### src/design/epiu_pkg.sv
// package: constants, register map and carrier types of the pin interrupt unit
package epiu_pkg;

    // ****************************************
    // widths
    // ****************************************
    localparam int EPIU_AW = 8;
    localparam int EPIU_DW = 32;
    localparam int EPIU_RW = 8;
    localparam int EPIU_LINES = 16;
    localparam int EPIU_GROUP = 8;

    // ****************************************
    // register map (byte addresses)
    // ****************************************
    localparam logic [EPIU_AW-1:0] EPIU_OFF_SENSE = 8'h00;
    localparam logic [EPIU_AW-1:0] EPIU_OFF_ENABLE = 8'h04;
    localparam logic [EPIU_AW-1:0] EPIU_OFF_FLAGS = 8'h08;
    localparam logic [EPIU_AW-1:0] EPIU_OFF_MASK_UP = 8'h0c;
    localparam logic [EPIU_AW-1:0] EPIU_OFF_MASK_LO = 8'h10;

    // ****************************************
    // fields and reset values
    // ****************************************
    localparam int EPIU_BIT_UPPER = 7;
    localparam int EPIU_BIT_LOWER = 6;
    localparam int EPIU_BIT_PIN = 0;
    localparam logic [EPIU_RW-1:0] EPIU_EN_IMPL = 8'hc1;
    localparam logic [EPIU_RW-1:0] EPIU_SENSE_IMPL = 8'h03;
    localparam logic [EPIU_RW-1:0] EPIU_REG_RESET = 8'h00;

    // sense select encodings {hi, lo}
    localparam logic [1:0] EPIU_SENSE_LOW = 2'h0;
    localparam logic [1:0] EPIU_SENSE_ANY = 2'h1;
    localparam logic [1:0] EPIU_SENSE_FALL = 2'h2;
    localparam logic [1:0] EPIU_SENSE_RISE = 2'h3;

    // bus answers
    localparam logic [1:0] EPIU_RESP_OKAY = 2'h0;
    localparam logic [1:0] EPIU_RESP_SLVERR = 2'h2;

    // ****************************************
    // carrier types
    // ****************************************
    typedef struct packed {
        logic awvalid;
        logic [EPIU_AW-1:0] awaddr;
        logic wvalid;
        logic [EPIU_DW-1:0] wdata;
        logic [3:0] wstrb;
        logic bready;
        logic arvalid;
        logic [EPIU_AW-1:0] araddr;
        logic rready;
    } epiu_axi_req_t;

    typedef struct packed {
        logic awready;
        logic wready;
        logic bvalid;
        logic [1:0] bresp;
        logic arready;
        logic rvalid;
        logic [EPIU_DW-1:0] rdata;
        logic [1:0] rresp;
    } epiu_axi_resp_t;

    typedef struct packed {
        logic pin_entered;
        logic upper_entered;
        logic lower_entered;
    } epiu_ack_t;

    typedef struct packed {
        logic pin_req;
        logic upper_group_change_request;
        logic lower_group_change_request;
        logic wake;
    } epiu_irq_t;

endpackage : epiu_pkg

### src/design/epiu_top.sv
// pin interrupt unit: dedicated pin and sixteen pin-change lines behind axi4-lite
// Function
// interrupts fire even when pins are outputs
// upper group requests on unmasked line toggle
// lower group requests on unmasked line toggle
// pin-change detection needs no running clock; here the lines are sampled on core_clk
// low level requests while pin stays low
// edge detection runs on io clock only
// low-level detection needs no running clock; here the pin is sampled on core_clk
// level wake interrupts only if still low
// pin request needs global flag and enable
// pin sampled first; wider pulses always caught
// source holds low level past current instruction
// sense field picks low, change, fall, rise
// enable bit 7 gates upper group request
// enable bit 6 gates lower group request
// enable bit 0 gates dedicated pin request
// flag 7 sets on upper change, clears
// flag 6 sets on lower change, clears
// flag 0 sets on pin edge, clears
// flag 0 held clear in level mode
// upper mask bits gate lines, reset zero
// lower mask bits gate lines, reset zero
// pin synchronised twice, flag one clock later
// hardware set wins over software clear
module epiu_top (
    // clock and reset
    input wire logic core_clk,
    input wire logic rst_b,
    // register bus
    input wire epiu_pkg::epiu_axi_req_t axi_req,
    output epiu_pkg::epiu_axi_resp_t axi_resp,
    // pins, sampled as pad levels whatever the direction
    input wire logic dedicated_irq_pin,
    input wire logic [epiu_pkg::EPIU_LINES-1:0] pin_change_lines,
    // cpu side
    input wire logic global_irq_enable,
    input wire epiu_pkg::epiu_ack_t handler_ack,
    output epiu_pkg::epiu_irq_t irq_out
);
    import epiu_pkg::*;

    // ****************************************
    // pin synchronisers
    // ****************************************
    // the asynchronous wake paths are modelled on core_clk here;
    // a real part adds a clockless latch in front of this
    logic pin_s1_q, pin_s2_q, pin_prev_q;
    logic pin_s1_d, pin_s2_d, pin_prev_d;
    logic [EPIU_LINES-1:0] pc_s1_q, pc_s2_q, pc_prev_q;
    logic [EPIU_LINES-1:0] pc_s1_d, pc_s2_d, pc_prev_d;

    always_comb begin
        pin_s1_d = dedicated_irq_pin;
        pin_s2_d = pin_s1_q;
        pin_prev_d = pin_s2_q;
        pc_s1_d = pin_change_lines;
        pc_s2_d = pc_s1_q;
        pc_prev_d = pc_s2_q;
    end

    always_ff @(posedge core_clk or negedge rst_b) begin
        if (!rst_b) begin
            pin_s1_q <= 1'b1;
            pin_s2_q <= 1'b1;
            pin_prev_q <= 1'b1;
            pc_s1_q <= '0;
            pc_s2_q <= '0;
            pc_prev_q <= '0;
        end else begin
            pin_s1_q <= pin_s1_d;
            pin_s2_q <= pin_s2_d;
            pin_prev_q <= pin_prev_d;
            pc_s1_q <= pc_s1_d;
            pc_s2_q <= pc_s2_d;
            pc_prev_q <= pc_prev_d;
        end
    end

    // ****************************************
    // bus slave state
    // ****************************************
    epiu_axi_resp_t resp_q, resp_d;
    logic aw_held_q, aw_held_d;
    logic w_held_q, w_held_d;
    logic [EPIU_AW-1:0] awaddr_q, awaddr_d;
    logic [EPIU_RW-1:0] wdata_q, wdata_d;
    logic wstrb0_q, wstrb0_d;
    logic wr_go;
    logic wr_hit;
    logic [EPIU_RW-1:0] rd_val;
    logic rd_hit;

    // registers
    logic [EPIU_RW-1:0] sense_q, sense_d;
    logic [EPIU_RW-1:0] enable_q, enable_d;
    logic [EPIU_RW-1:0] flags_q, flags_d;
    logic [EPIU_RW-1:0] mask_up_q, mask_up_d;
    logic [EPIU_RW-1:0] mask_lo_q, mask_lo_d;

    // a write is done once both address and data are held
    assign wr_go = aw_held_q && w_held_q && !resp_q.bvalid;

    always_comb begin
        wr_hit = 1'b1;
        unique case (awaddr_q[EPIU_AW-1:2])
            EPIU_OFF_SENSE[EPIU_AW-1:2]: wr_hit = 1'b1;
            EPIU_OFF_ENABLE[EPIU_AW-1:2]: wr_hit = 1'b1;
            EPIU_OFF_FLAGS[EPIU_AW-1:2]: wr_hit = 1'b1;
            EPIU_OFF_MASK_UP[EPIU_AW-1:2]: wr_hit = 1'b1;
            EPIU_OFF_MASK_LO[EPIU_AW-1:2]: wr_hit = 1'b1;
            default: wr_hit = 1'b0;
        endcase
    end

    always_comb begin
        rd_val = '0;
        rd_hit = 1'b1;
        unique case (axi_req.araddr[EPIU_AW-1:2])
            EPIU_OFF_SENSE[EPIU_AW-1:2]: rd_val = sense_q;
            EPIU_OFF_ENABLE[EPIU_AW-1:2]: rd_val = enable_q;
            EPIU_OFF_FLAGS[EPIU_AW-1:2]: rd_val = flags_q;
            EPIU_OFF_MASK_UP[EPIU_AW-1:2]: rd_val = mask_up_q;
            EPIU_OFF_MASK_LO[EPIU_AW-1:2]: rd_val = mask_lo_q;
            default: rd_hit = 1'b0;
        endcase
    end

    always_comb begin
        resp_d = resp_q;
        aw_held_d = aw_held_q;
        w_held_d = w_held_q;
        awaddr_d = awaddr_q;
        wdata_d = wdata_q;
        wstrb0_d = wstrb0_q;
        if (axi_req.awvalid && resp_q.awready) begin
            aw_held_d = 1'b1;
            awaddr_d = axi_req.awaddr;
        end
        if (axi_req.wvalid && resp_q.wready) begin
            w_held_d = 1'b1;
            wdata_d = axi_req.wdata[EPIU_RW-1:0];
            wstrb0_d = axi_req.wstrb[0];
        end
        if (wr_go) begin
            aw_held_d = 1'b0;
            w_held_d = 1'b0;
            resp_d.bvalid = 1'b1;
            resp_d.bresp = wr_hit ? EPIU_RESP_OKAY : EPIU_RESP_SLVERR;
        end else if (resp_q.bvalid && axi_req.bready) begin
            resp_d.bvalid = 1'b0;
        end
        // one write in flight: no new address or data until answered
        resp_d.awready = !aw_held_d && !resp_d.bvalid;
        resp_d.wready = !w_held_d && !resp_d.bvalid;
        if (axi_req.arvalid && resp_q.arready) begin
            resp_d.rvalid = 1'b1;
            resp_d.rdata = {{(EPIU_DW-EPIU_RW){1'b0}}, rd_val};
            resp_d.rresp = rd_hit ? EPIU_RESP_OKAY : EPIU_RESP_SLVERR;
        end else if (resp_q.rvalid && axi_req.rready) begin
            resp_d.rvalid = 1'b0;
        end
        resp_d.arready = !resp_d.rvalid;
    end

    always_ff @(posedge core_clk or negedge rst_b) begin
        if (!rst_b) begin
            resp_q <= '0;
            aw_held_q <= 1'b0;
            w_held_q <= 1'b0;
            awaddr_q <= '0;
            wdata_q <= '0;
            wstrb0_q <= 1'b0;
        end else begin
            resp_q <= resp_d;
            aw_held_q <= aw_held_d;
            w_held_q <= w_held_d;
            awaddr_q <= awaddr_d;
            wdata_q <= wdata_d;
            wstrb0_q <= wstrb0_d;
        end
    end

    assign axi_resp = resp_q;

    // ****************************************
    // event detection
    // ****************************************
    logic level_mode;
    logic pin_edge;
    logic [EPIU_LINES-1:0] line_hit;
    logic [EPIU_LINES-1:0] line_mask;
    logic upper_hit, lower_hit;

    assign level_mode = sense_q[1:0] == EPIU_SENSE_LOW;
    assign line_mask = {mask_up_q, mask_lo_q};

    // edges compare sampled values, so any pulse wider than one clock is seen
    always_comb begin
        pin_edge = 1'b0;
        unique case (sense_q[1:0])
            EPIU_SENSE_LOW: pin_edge = 1'b0;
            EPIU_SENSE_ANY: pin_edge = pin_s2_q ^ pin_prev_q;
            EPIU_SENSE_FALL: pin_edge = pin_prev_q && !pin_s2_q;
            EPIU_SENSE_RISE: pin_edge = !pin_prev_q && pin_s2_q;
        endcase
    end

    for (genvar i = 0; i < EPIU_LINES; i++) begin : g_line
        localparam int GB = (i < EPIU_GROUP) ? EPIU_BIT_LOWER : EPIU_BIT_UPPER;

        assign line_hit[i] = (pc_s2_q[i] ^ pc_prev_q[i]) && line_mask[i] && enable_q[GB];
    end

    assign upper_hit = |line_hit[EPIU_LINES-1:EPIU_GROUP];
    assign lower_hit = |line_hit[EPIU_GROUP-1:0];

    // ****************************************
    // register file
    // ****************************************
    always_comb begin
        sense_d = sense_q;
        enable_d = enable_q;
        mask_up_d = mask_up_q;
        mask_lo_d = mask_lo_q;
        flags_d = flags_q;
        if (wr_go && wstrb0_q) begin
            unique case (awaddr_q[EPIU_AW-1:2])
                EPIU_OFF_SENSE[EPIU_AW-1:2]: sense_d = wdata_q & EPIU_SENSE_IMPL;
                EPIU_OFF_ENABLE[EPIU_AW-1:2]: enable_d = wdata_q & EPIU_EN_IMPL;
                EPIU_OFF_FLAGS[EPIU_AW-1:2]: flags_d = flags_q & ~wdata_q;
                EPIU_OFF_MASK_UP[EPIU_AW-1:2]: mask_up_d = wdata_q;
                EPIU_OFF_MASK_LO[EPIU_AW-1:2]: mask_lo_d = wdata_q;
                default: flags_d = flags_q;
            endcase
        end
        // entering a handler clears its flag
        if (handler_ack.upper_entered) begin
            flags_d[EPIU_BIT_UPPER] = 1'b0;
        end
        if (handler_ack.lower_entered) begin
            flags_d[EPIU_BIT_LOWER] = 1'b0;
        end
        if (handler_ack.pin_entered) begin
            flags_d[EPIU_BIT_PIN] = 1'b0;
        end
        // sets follow the write and handler clears so that a same-cycle clear cannot eat an event
        if (upper_hit) begin
            flags_d[EPIU_BIT_UPPER] = 1'b1;
        end
        if (lower_hit) begin
            flags_d[EPIU_BIT_LOWER] = 1'b1;
        end
        if (pin_edge) begin
            flags_d[EPIU_BIT_PIN] = 1'b1;
        end
        if (level_mode) begin
            flags_d[EPIU_BIT_PIN] = 1'b0;
        end
        flags_d = flags_d & EPIU_EN_IMPL;
    end

    always_ff @(posedge core_clk or negedge rst_b) begin
        if (!rst_b) begin
            sense_q <= EPIU_REG_RESET;
            enable_q <= EPIU_REG_RESET;
            flags_q <= EPIU_REG_RESET;
            mask_up_q <= EPIU_REG_RESET;
            mask_lo_q <= EPIU_REG_RESET;
        end else begin
            sense_q <= sense_d;
            enable_q <= enable_d;
            flags_q <= flags_d;
            mask_up_q <= mask_up_d;
            mask_lo_q <= mask_lo_d;
        end
    end

    // ****************************************
    // requests to the cpu
    // ****************************************
    epiu_irq_t irq_q, irq_d;
    logic pin_active;

    // level mode follows the live pin, so a level gone by start-up end
    // wakes without a request
    assign pin_active = level_mode ? !pin_s2_q : flags_q[EPIU_BIT_PIN];

    always_comb begin
        irq_d.pin_req = global_irq_enable && enable_q[EPIU_BIT_PIN] && pin_active;
        irq_d.upper_group_change_request = global_irq_enable
            && enable_q[EPIU_BIT_UPPER] && flags_q[EPIU_BIT_UPPER];
        irq_d.lower_group_change_request = global_irq_enable
            && enable_q[EPIU_BIT_LOWER] && flags_q[EPIU_BIT_LOWER];
        // wake ignores the global flag; only edges need the io clock
        irq_d.wake = (enable_q[EPIU_BIT_PIN] && level_mode && !pin_s2_q)
            || (enable_q[EPIU_BIT_UPPER] && flags_q[EPIU_BIT_UPPER])
            || (enable_q[EPIU_BIT_LOWER] && flags_q[EPIU_BIT_LOWER]);
    end

    always_ff @(posedge core_clk or negedge rst_b) begin
        if (!rst_b) begin
            irq_q <= '0;
        end else begin
            irq_q <= irq_d;
        end
    end

    assign irq_out = irq_q;
endmodule : epiu_top

### config.mk
export PLATFORM = sky130hd
export DESIGN_NAME = epiu_top
export DESIGN_NICKNAME = d
export VERILOG_FILES = /design/src/design/epiu_pkg.sv /design/src/design/epiu_top.sv
export SDC_FILE = /design/constraint.sdc
export NUM_CORES = 1
export LEC_CHECK = 0
export BUFFER_PORTS_ARGS = -buffer_cell sky130_fd_sc_hd__clkbuf_2
export CAP_MARGIN = 5
export CORE_ASPECT_RATIO = 0.8
export CORE_MARGIN = 5
export CORE_UTILIZATION = 42
export DETAILED_ROUTE_END_ITERATION = 10
export HOLD_SLACK_MARGIN = 0.12
export PLACE_DENSITY = 0.67
export SLEW_MARGIN = 40
export SYNTH_ARGS = -nofsm -noshare
export SYNTH_HDL_FRONTEND = slang
export SYNTH_SLANG_ARGS = --single-unit
### constraint.sdc
create_clock -name core_clk -period 5.79 [get_ports core_clk]
set_clock_uncertainty 0.15 [all_clocks]
set_input_delay 0.579 -clock core_clk [delete_from_list [all_inputs] [get_ports core_clk]]
set_output_delay 0.579 -clock core_clk [all_outputs]
set_load 0.05 [all_outputs]
# Word level (Yosys, flattened, before mapping)
# Index checks and enable logic that the tools add are counted.
[word_totals] register_bits=115 input_bits=80 output_inout_bits=45 wordCells=167
[op_classes] n_eq_ne=11 mux=24 bitwise=19 n_reduce_logical=83
[op_table] cell="logical AND 1 bit" count=54
[op_table] cell="one-hot mux 8 bit (5 select lines)" count=1
[op_table] cell="equality test 6 x 2 -> 1 bit (second input constant)" count=4
[op_table] cell="2-to-1 mux 1 bit" count=18
[op_table] cell="bitwise XOR 1 bit" count=17
[op_table] cell="2-to-1 mux 8 bit" count=2
[op_table] cell="OR reduction 8 bit" count=2
[op_table] cell="AND reduction 2 bit" count=7
[op_table] cell="equality test 6 x 1 -> 1 bit (second input constant)" count=2
[op_table] cell="equality test 6 x 3 -> 1 bit (second input constant)" count=2
[op_table] cell="zero test 6 bit" count=2
[op_table] cell="nonzero test 3 bit" count=4
[op_table] cell="OR reduction 5 bit" count=2
[op_table] cell="AND 8 bit" count=1
[op_table] cell="NOT 8 bit" count=1
[op_table] cell="nonzero test 4 bit" count=2
[op_table] cell="zero test 1 bit" count=7
[op_table] cell="equality test 2 bit (second input constant)" count=2
[op_table] cell="2-to-1 mux 2 bit" count=2
[op_table] cell="one-hot mux 1 bit (4 select lines)" count=1
[op_table] cell="equality test 2 x 1 -> 1 bit (second input constant)" count=1
[op_table] cell="zero test 2 bit" count=1
[op_table] cell="logical OR 1 bit" count=2

# Longest topological paths before layout
# Gate-level depths: netlist of the first run.
[depth] ltp_word=7 ltp_mapped=6 depth_no_buf=6

# Least setup slack after synthesis of the first run
# OpenSTA, ideal clock, no wires.
[synth_path] path_kind="reg2reg" from="register resp_q, in the netlist axi_resp[38]" to="register enable_q[0]" setup_time_ns=0.125 arrival_time_ns=1.792 required_time_ns=5.515 path_slack_ns=3.723 stages_incl_launch_ff=5 path_buffers=0 synth_period_minus_slack_ns=2.067 path_cell_list="dfrtp_1 > nand3b_1 > nor3_4 > and3b_2 > mux2_2"
[synth_between] elab_chain_cells=4
[synth_lines] item="start, declared" line="epiu_top.sv:83" text="epiu_axi_resp_t resp_q, resp_d;"
[synth_lines] item="start signal, assigned" line="epiu_top.sv:175" text="resp_q <= resp_d;"
[synth_lines] item="zero test 1 bit" line="epiu_top.sv:102" text="assign wr_go = aw_held_q && w_held_q && !resp_q.bvalid;"
[synth_lines] item="logical AND 1 bit" line="epiu_top.sv:102"
[synth_lines] item="logical AND 1 bit" line="epiu_top.sv:227" text="if (wr_go && wstrb0_q) begin"
[synth_lines] item="AND reduction 2 bit (no source line)"
[synth_lines] item="end signal, assigned" line="epiu_top.sv:272" text="enable_q <= enable_d;"
[synth_lines] item="end, declared" line="epiu_top.sv:96" text="logic [EPIU_RW-1:0] enable_q, enable_d;"
# Every way passes these cells.
# A chain may end at the register's enable or synchronous reset.

# Worst setup path after layout of the first run
[layout_path] from="register resp_q, in the netlist axi_resp[38]" to="register enable_q[7]"
# The elaborated chain is that of the path after synthesis.

==> results.cfg, run 1 <==
[clock_tree]
cts_sinks = 111
htreeDepth = 3
cts_inserted_buffers = 9
clockBufferDepth = 2
cts.clk_slew.worst_paths_ns = 0.08
holdBufCountCts = 0
clk_latency_ns = 0.34
cts_resized = 0
cts_tree = built
cts-root-buf = clkbuf_16
post_cts_buffers = 0

[die]
io_pins = 125
coreArea_sq_um = 9770
dieWidth_microns = 123
die_y_microns = 100
die_area_sq_um = 12300
initial_core_util_pct = 43.7
rows = 32

[global_routing]
antenna_found_initial = 0
grt_pass1_wl_microns = 12200
grt_max_degree = 62
grt.overflow.total = 0
grt_pass1_vias = 2426
grt_usage_pct = 12.7

[yosys]
synthCells = 300
ys_ff_latch = 111
synth_area_sq_um = 4270
ys_warn_count = 0
ys_types = 37
seq_area_frac_synth_pct = 65.1
avgSynthCellArea_sq_um = 14.2

[setup_path]
cp-end-kind = flop
path_class = flop to flop
critical_path.startpoint_type = flop
worstReg2RegStart = axi_resp[38]
r2r_setup_slack_ns = 3.83
timing.rr.end = enable_q[7]
cp.required_ns = 5.87
path_max_fanout = 5
r2r.worst_path.cells = 4
cp.arrival_ns = 2.04

[placement]
io_buffer_count = 67
dp_hpwl_microns = 5710
place.gp.congestion = 0.806
place_area_sq_um = 4680

[sta]
slew_headroom_pct = 56.5
rsz0062_at_grt = no
fmax_ghz = 0.509
finalCritPeriodShare_pct = 33.9
setup_viol = 0
final_max_slew_viol_count = 0
hold_violations = 0
fin_setup_tns_ns = 0
period_minus_slack_ns = 1.96
worstMarginPinSlew_ns = 0.652

[layout]
regArea_sq_um = 2780
nets = 459
fill_cells = 869
layout_common_cells = dfrtp_1 (108), clkbuf_2 (66), mux2_2 (38)
multi_input_area_sq_um = 1350
stdcell_area_sq_um = 4980
final_common_cell = dfrtp_1
area_growth_syn_to_layout_pct = 16.7
layout-drive-gt1-share_pct = 36.4
diodes = 0

[power]
p_sw_share_pct = 32.7
cellLeakagePower_nw = 2.44
seq_power_share_pct = 51.5
p_sw_mw = 0.683
pwr-share-comb_pct = 20.7
p_per_area_nw_per_um2 = 420
p_int_mw = 1.41
clkPwrFrac_pct = 27.9
vdd_drop_max_mv = 0.251

[drt]
first_pass_iters = 4
via_count = 2445
finalWirelength_microns = 7480
post_drt_wl_per_cell_microns = 14.4
route.detailed.drc = 0
drt_iter0_drc = 168
ant_nets = 0
vias_per_cell = 4.72

[hold_path]
hold_class = primary input to asynchronous set/reset pin

[status]
outcome = completed

[run]
cap_violations = 0
-- flip-flops by register name, summed over array words and instances, names as in the netlist --
register / cells
pc_prev_d: 16
awaddr_q: 6
pin_s1_q: 1
w_held_q: 1
pc_prev_q: 16
aw_held_q: 1
wdata_q: 8
enable_q: 3
pc_s1_q: 16
pin_prev_q: 1
sense_q: 2
flags_q: 3
mask_lo_q: 8
wstrb0_q: 1
irq_out: 4
mask_up_q: 8
axi_resp: 15
pin_prev_d: 1
-- how the worst max path moves through the flow --
stage                     slack, ns  cells past startpoint     endpoint          from
final                          3.83                      4  enable_q[7]  axi_resp[38]
after CTS                      3.82                      4  enable_q[7]  axi_resp[38]
after detailed placement       3.72                      5  axi_resp[9]    axi_req[6]
after floorplan                3.72                      4  enable_q[0]  axi_resp[38]
after global placement         3.74                      5  axi_resp[5]    axi_req[6]
after global routing           3.74                      4  enable_q[7]  axi_resp[38]
-- synth_stat cells --
cell type	count	share of area [%]
o21ai_0	10	1.2
inv_1	9	0.79
nand4_1	2	0.29
nand2b_1	2	0.29
a21oi_1	7	0.82
nand4_2	1	0.29
mux2i_1	3	0.70
a211oi_1	2	0.35
nor4_1	2	0.29
xor2_1	16	3.3
a22oi_1	14	2.5
nand2_1	18	1.6
dfstp_2	3	1.8
a22o_1	4	0.82
a32o_1	2	0.47
mux2_2	38	10
nor4b_4	1	0.56
and3b_2	1	0.23
dfrtp_1	108	63
nand3b_1	1	0.18
clkbuf_1	2	0.18
nor4_4	1	0.50
or3_4	2	0.53
mux2_4	1	0.35
a31o_2	1	0.21
buf_4	26	4.6
nor2b_1	3	0.44
o31ai_1	1	0.18
nor4_2	1	0.29
ha_1	2	0.59
a2111oi_0	1	0.21
nand3_4	1	0.41
or2_2	2	0.29
conb_1	1	0.088
nor3_4	1	0.38
nor2_1	7	0.62
and3_1	3	0.44
-- metrics by stage --
step | hold WS (ns) | util [%] | power, mW | std cells | worst slack (ns)
5_1_grt | 0.152 | 51.0 | 2.20 | 518 | 3.74
3_3_place_gp | 0.185 | 47.9 | 1.51 | 501 | 3.74
4_1_cts | 0.126 | 50.8 | 2.12 | 517 | 3.82
3_5_place_dp | 0.186 | 47.9 | 1.53 | 501 | 3.72
6_report | 0.102 | 51.0 | 2.09 | 518 | 3.83
2_1_floorplan | 0.133 | - | 1.39 | 325 | 3.72
-- layout make-up --
class | count | share of cell area, %
inverters | 9 | 0.678
well taps | 136 | 3.41
repair buffers | 69 | 7.33
clock buffers | 9 | 4.52
flip-flops and latches | 111 | 55.8
clock inverters | 7 | 1.26
multi-input cells | 177 | 27.0
-- worst max-delay path: stages (launching register included) --
cell and delay, ns:
dfrtp_1 0.41, nand3b_1 0.36, nor3_4 0.33, and3b_2 0.26, mux2_2 0.34
-- per-layer routing --
layer	share of wire (%)	vias up	wire length [microns]	GRT usage [%]
met5	0	-	0	0
met4	1.2	0	87	3.61
met3	7.7	9	574	3.94
met2	43	80	3190	17.1
met1	49	1206	3640	19.6
li1	-	1150	-	-
-- kinds of logic (layout without fill, tap and decap cells) --
group	count (synthesis)	after routing	share of synthesized area [%]
AND/OR/NAND/NOR	49	49	7.62
buffers and inverters	37	94	5.54
multiplexers	42	42	11.1
flip-flops	111	111	65.1
XOR/XNOR	16	16	3.28
other	1	26	0.0878
AO/OA/AOI/OAI	42	42	6.68
adder cells (fa/ha/maj)	2	2	0.586
-- power groups by stage --
stage,combinational [mW],clock (mW),sequential [mW]
5_1_grt,0.474,0.634,1.10
6_report,0.432,0.583,1.08
3_3_place_gp,0.424,0,1.08
3_5_place_dp,0.437,0,1.09
4_1_cts,0.438,0.604,1.08
2_1_floorplan,0.288,0,1.10
No activity file was read; power rests on OpenSTA's default activity.
==> inputs of run 2 (changes only) <==
--- a/config.mk
+++ b/config.mk
@@ -5,6 +5,7 @@
 export SDC_FILE = /design/constraint.sdc
 export NUM_CORES = 1
 export LEC_CHECK = 0
+export ABC_AREA = 1
 export BUFFER_PORTS_ARGS = -buffer_cell sky130_fd_sc_hd__clkbuf_2
 export CAP_MARGIN = 5
 export CORE_ASPECT_RATIO = 0.8
==> constraint.sdc (replaced) <==
create_clock -name core_clk -period 1.9 [get_ports core_clk]
set_clock_uncertainty 0.15 [all_clocks]
set_input_delay 0.19 -clock core_clk [delete_from_list [all_inputs] [get_ports core_clk]]
set_output_delay 0.19 -clock core_clk [all_outputs]
set_load 0.05 [all_outputs]
==> run 2 against run 1 <==
  * Routed wire length up 25%
  * Synthesized cell count up 51%
  * Sequential share of layout area down 6.5 points
  * Worst setup slack worse by 3.5 ns
  * Design area up 13%
  * Flip-flop and latch count unchanged
  * Highest routed layer unchanged
  * Critical path depth up 1
  * Global-route usage up 3.1 points
  * Largest power group unchanged
  * First-iteration DRC count up 27%
  * Hold slack better by 0.063 ns
==> results.cfg, run 2 <==
[status]
outcome = completed

[clock_tree]
htreeDepth = 3
clk_latency_ns = 0.36
cts-root-buf = clkbuf_16
cts_sinks = 111
cts_tree = built
cts.clk_slew.worst_paths_ns = 0.08
cts_inserted_buffers = 9
clockBufferDepth = 2

[sta]
period_minus_slack_ns = 1.62
rsz0062_at_grt = no
fin_setup_tns_ns = 0
setup_viol = 0
hold_violations = 0
finalCritPeriodShare_pct = 85.1
final_max_slew_viol_count = 0
fmax_ghz = 0.619

[placement]
dp_hpwl_microns = 6560
io_buffer_count = 67
dp.cells = 660
place.gp.congestion = 0.914
place_area_sq_um = 4880

[setup_path]
cp.required_ns = 2.00
path_class = flop to flop
cp.arrival_ns = 1.71
cp-end-kind = flop
cp_common_cell = nand2_1
cp_slowest_cell = dlygate4sd3_1
path_max_fanout = 4
critical_path.startpoint_type = flop
worstPathCellList = nand2_1, clkinvlp_4, nand2_1, nand2_1, dlygate4sd3_1
critPathMaxStageDelay_ns = 0.55

[yosys]
avgSynthCellArea_sq_um = 9.78
netlist.area_leader.share_pct = 60.8
synth_edf_count = 0
ys_ff_latch = 111
synth_area_sq_um = 4440
ys_top_cells_by_count = dfrtp_1 (108), nand2_1 (98), nor2_1 (48)
synthArstFlopShare_pct = 100
yosysTopAreaCell = dfrtp_1
seq_area_frac_synth_pct = 62.6
synthCells = 454
synth_ff_type = dfrtp_1
synth_most_common_cell = dfrtp_1
ys_warn_count = 0
ys_types = 31
synth.area.top_cells = dfrtp_1 (61%), nand2_1 (8.3%), buf_4 (4.4%)

[layout]
instances_no_fill = 721
diodes = 0
final_common_cell = dfrtp_1
area_growth_syn_to_layout_pct = 27.0
nets = 658
layout_common_cells = dfrtp_1 (108), nand2_1 (98), clkbuf_2 (66)
stdcell_area_sq_um = 5640
layout-drive-gt1-share_pct = 18.9

[global_routing]
grt.overflow.total = 0
grt_pass1_vias = 3317
grt_usage_pct = 15.8
grt_pass1_wl_microns = 16000
antenna_found_initial = 0
grt_max_degree = 44

[drt]
ant_nets = 0
vias_per_cell = 4.57
drt_iter0_drc = 213
finalWirelength_microns = 9370
post_drt_wl_per_cell_microns = 13.0
route.detailed.drc = 0
via_count = 3297
first_pass_iters = 4

[die]
die_area_sq_um = 12700
io_pins = 125
die_y_microns = 102
rows = 33
dieWidth_microns = 125
initial_core_util_pct = 43.2
coreArea_sq_um = 10300

[power]
p_per_area_nw_per_um2 = 1180
cellLeakagePower_nw = 2.77
power_mw = 6.65
vdd_drop_max_mv = 0.897

[hold_path]
hold_class = primary input to flop

[run]
cap_violations = 0
run 2: cell count changes in the layout (fill, tap and decap cells not counted), sizes merged, moves of 14 or more:
cell | before | now
a22oi | 14 | 0
inv | 13 | 52
mux2 | 39 | 0
o21ai | 10 | 43
nor2 | 7 | 49
nand2 | 18 | 101
dlygate4sd3 | 0 | 43
xor2 | 16 | 2
nand3 | 1 | 27
run 2: metal layers:
layer  up-vias  track usage [%]  share of wire (%)
met5         -                0                  0
met1      1551             21.6                 47
met3        14             4.55                5.9
met4         0             5.67                1.7
li1       1639                -                  -
met2        93             24.4                 46
run 2: cells by family (layout without fill, tap and decap cells):
kind of cell | Yosys count | after routing | synth area share, %
simple gates | 194 | 194 | 19.4
flops | 111 | 111 | 62.6
buf+inv | 82 | 184 | 9.46
compound gates | 62 | 62 | 7.44
fa+ha+maj | 2 | 2 | 0.563
xor+xnor | 2 | 2 | 0.394
other cells | 1 | 26 | 0.0844
run 2: per-stage QoR:
stage | util (%) | setup slack, ns | hold WS, ns
4_1_cts | 54.7 | 0.139 | 0.163
2_1_floorplan | - | 0.262 | -0.256
3_5_place_dp | 47.5 | 0.328 | 0.0464
3_3_place_gp | 47.5 | 0.359 | 0.0393
5_1_grt | 54.9 | 0.110 | 0.211
6_report | 54.9 | 0.284 | 0.165
run 2: power by group:
| part | switching (mW) | internal [mW] |
|---|---|---|
| Clock | 0.911 | 1.05 |
| Sequential | 0.323 | 2.80 |
| Combinational | 1.07 | 0.499 |
| Total | 2.30 | 4.35 |
run 2: path summary, 6_finish.rpt:
| path | endpoint | from | cells past startpoint | slack, ns |
|---|---|---|---|---|
| setup / recovery | wstrb0_q | axi_resp[39] | 5 | 0.28 |
| hold / removal | awaddr_q[7] | axi_req[56] | 5 | 0.16 |
| setup reg to reg | wstrb0_q | axi_resp[39] | 5 | 0.28 |
| hold reg to reg | pc_prev_d[8] | pc_s1_q[8] | 0 | 0.20 |
| max in group asynchronous | pc_prev_q[5] | rst_b | 3 | 0.81 |
| min in group asynchronous | pc_s1_q[0] | rst_b | 2 | 0.19 |
run 2: layout make-up:
type	instances	area, sq um
Tap cell	140	175
Sequential cell	111	2780
Inverter	51	195
Clock inverter	7	86.3
Multi-Input combinational cell	286	1330
Clock buffer	9	225
Fill cell	909	4640
Timing Repair Buffer	117	846
run 2: timing repair:
item                                    in CTS  in global routing
resized for setup                            0                  1
endpoints found under the setup margin       0                  2
hold buffers                                43                  0
hold endpoints to repair                   156                  0
setup buffers                                0                  2
run 2: critical path, delay by kind of cell (launching register included):
family	cells	cell delay, ns
flip-flops	1	0.38
buffers and inverters	2	0.70
AND/OR/NAND/NOR	3	0.28
==> inputs of run 3 (changes only) <==
==> constraint.sdc (replaced) <==
create_clock -name core_clk -period 1.95 [get_ports core_clk]
set_clock_uncertainty 0.15 [all_clocks]
set_input_delay 0.195 -clock core_clk [delete_from_list [all_inputs] [get_ports core_clk]]
set_output_delay 0.195 -clock core_clk [all_outputs]
set_load 0.05 [all_outputs]
==> run 3 against run 2 <==
  * Count of clock-buffer cells in the layout increased by 1
  * Critical endpoint is now wdata_q[2]
  * Global-route usage decreased by 0.57 points
  * Sequential power decreased by 3%
  * Die area unchanged
  * Maximum frequency decreased by 8.0%
==> results.cfg, run 3 (synthesis results as in run 2) <==
[power]
cellLeakagePower_nw = 2.75
seq_power_share_pct = 47.5
clkPwrFrac_pct = 29.0
p_sw_mw = 2.16
p_int_mw = 4.23
pwr-share-comb_pct = 23.4
p_per_area_nw_per_um2 = 1140
p_sw_share_pct = 33.8
vdd_drop_max_mv = 0.742
power_mw = 6.39

[global_routing]
grt_usage_pct = 15.2
grt_pass1_wl_microns = 15400
grt.overflow.total = 0
grt_pass1_vias = 3263
antenna_found_initial = 0
grt_max_degree = 42

[die]
io_pins = 125
coreArea_sq_um = 10300
dieWidth_microns = 125
die_area_sq_um = 12700
die_y_microns = 102
rows = 33
initial_core_util_pct = 43.2

[clock_tree]
htreeDepth = 3
clockBufferDepth = 2
post_cts_buffers = 0
cts.clk_slew.worst_paths_ns = 0.07
cts_sinks = 111
cts_tree = built
cts_resized = 0
cts-root-buf = clkbuf_16
cts_inserted_buffers = 9
holdBufCountCts = 42
clk_latency_ns = 0.35

[setup_path]
cp.required_ns = 2.08
worstReg2RegStart = axi_resp[39]
path_max_fanout = 17
cp-end-kind = flop
critical_path.startpoint_type = flop
cp.arrival_ns = 1.89
path_class = flop to flop
startpoint = axi_resp[39]

[sta]
setup_viol = 0
finalCritPeriodShare_pct = 90.1
period_minus_slack_ns = 1.76
fmax_ghz = 0.569
rsz0062_at_grt = no
hold_violations = 0
slew_headroom_pct = 66.0
final_max_slew_viol_count = 0
worstMarginPinSlew_ns = 0.510
fin_setup_tns_ns = 0

[placement]
dp.cells = 658
place.gp.congestion = 0.861
io_buffer_count = 67
dp_hpwl_microns = 6550

[hold_path]
hold_class = primary input to flop
worstHoldStart = axi_req[4]

[drt]
finalWirelength_microns = 9060
post_drt_wl_per_cell_microns = 12.7
ant_nets = 0
via_count = 3255
vias_per_cell = 4.55
drt_iter0_drc = 172
first_pass_iters = 4
route.detailed.drc = 0

[layout]
area_growth_syn_to_layout_pct = 26.0
nets = 653
fill_cells = 909
layout-drive-gt1-share_pct = 18.2
layout_common_cells = dfrtp_1 (108), nand2_1 (98), clkbuf_2 (66)
final_util_pct = 54.4
diodes = 0
instances_no_fill = 716
final_common_cell = dfrtp_1

[status]
outcome = completed

[run]
cap_violations = 0
[run 3: final cells by class]
class / count / area (sq um) / share of cell area, %
inverter: 51 / 191 / 3.42
multi-input combinational: 286 / 1330 / 23.8
timing repair buffer: 112 / 806 / 14.4
clock inverter: 6 / 68.8 / 1.23
sequential: 111 / 2780 / 49.7
tap: 140 / 175 / 3.13
clock buffer: 10 / 239 / 4.27
[run 3: path summary, 6_finish.rpt]
| path | end | slack [ns] | depth (start not counted) |
|---|---|---|---|
| worst max-delay path | wdata_q[2] | 0.19 | 5 |
| worst min-delay path | axi_resp[8] | 0.17 | 6 |
| worst max register to register | wdata_q[2] | 0.19 | 5 |
| worst min register to register | pc_prev_d[15] | 0.20 | 0 |
| max in group asynchronous | pc_s1_q[12] | 0.85 | 3 |
| min in group asynchronous | pc_prev_d[0] | 0.21 | 2 |
[run 3: critical path, cell delays in order, from the launching register on]
cell	delay (ns)
dfrtp_1	0.35
nand2_1	0.09
inv_1	0.39
nand2_1	0.10
nand2_1	0.07
dlygate4sd3_1	0.54
[run 3: stage by stage]
stage | area (sq um) | worst slack [ns] | hold slack, ns
after floorplan | 4540 | 0.312 | -0.251
after global placement | 4870 | 0.407 | 0.0517
after detailed placement | 4870 | 0.347 | 0.0584
after CTS | 5600 | 0.183 | 0.153
after global routing | 5600 | 0.0397 | 0.211
final | 5600 | 0.193 | 0.173
[run 3: power by group through the flow]
stage                     clock network, mW  registers (mW)  logic [mW]
final                                  1.85            3.04        1.50
after global routing                   2.01            3.10        1.68
after CTS                              1.91            3.03        1.51
after detailed placement                  0            3.07        1.39
after global placement                    0            3.06        1.35
after floorplan                           0            3.19       0.888
[run 3: layer usage]
layer / global-route usage, % / share of wire, % / up-vias / routed length [microns]
li1: - / - / 1622 / -
met1: 20.0 / 45 / 1531 / 4080
met2: 24.5 / 48 / 93 / 4320
met3: 4.49 / 6.4 / 9 / 579
met4: 5.42 / 0.91 / 0 / 82
met5: 0 / 0 / - / 0
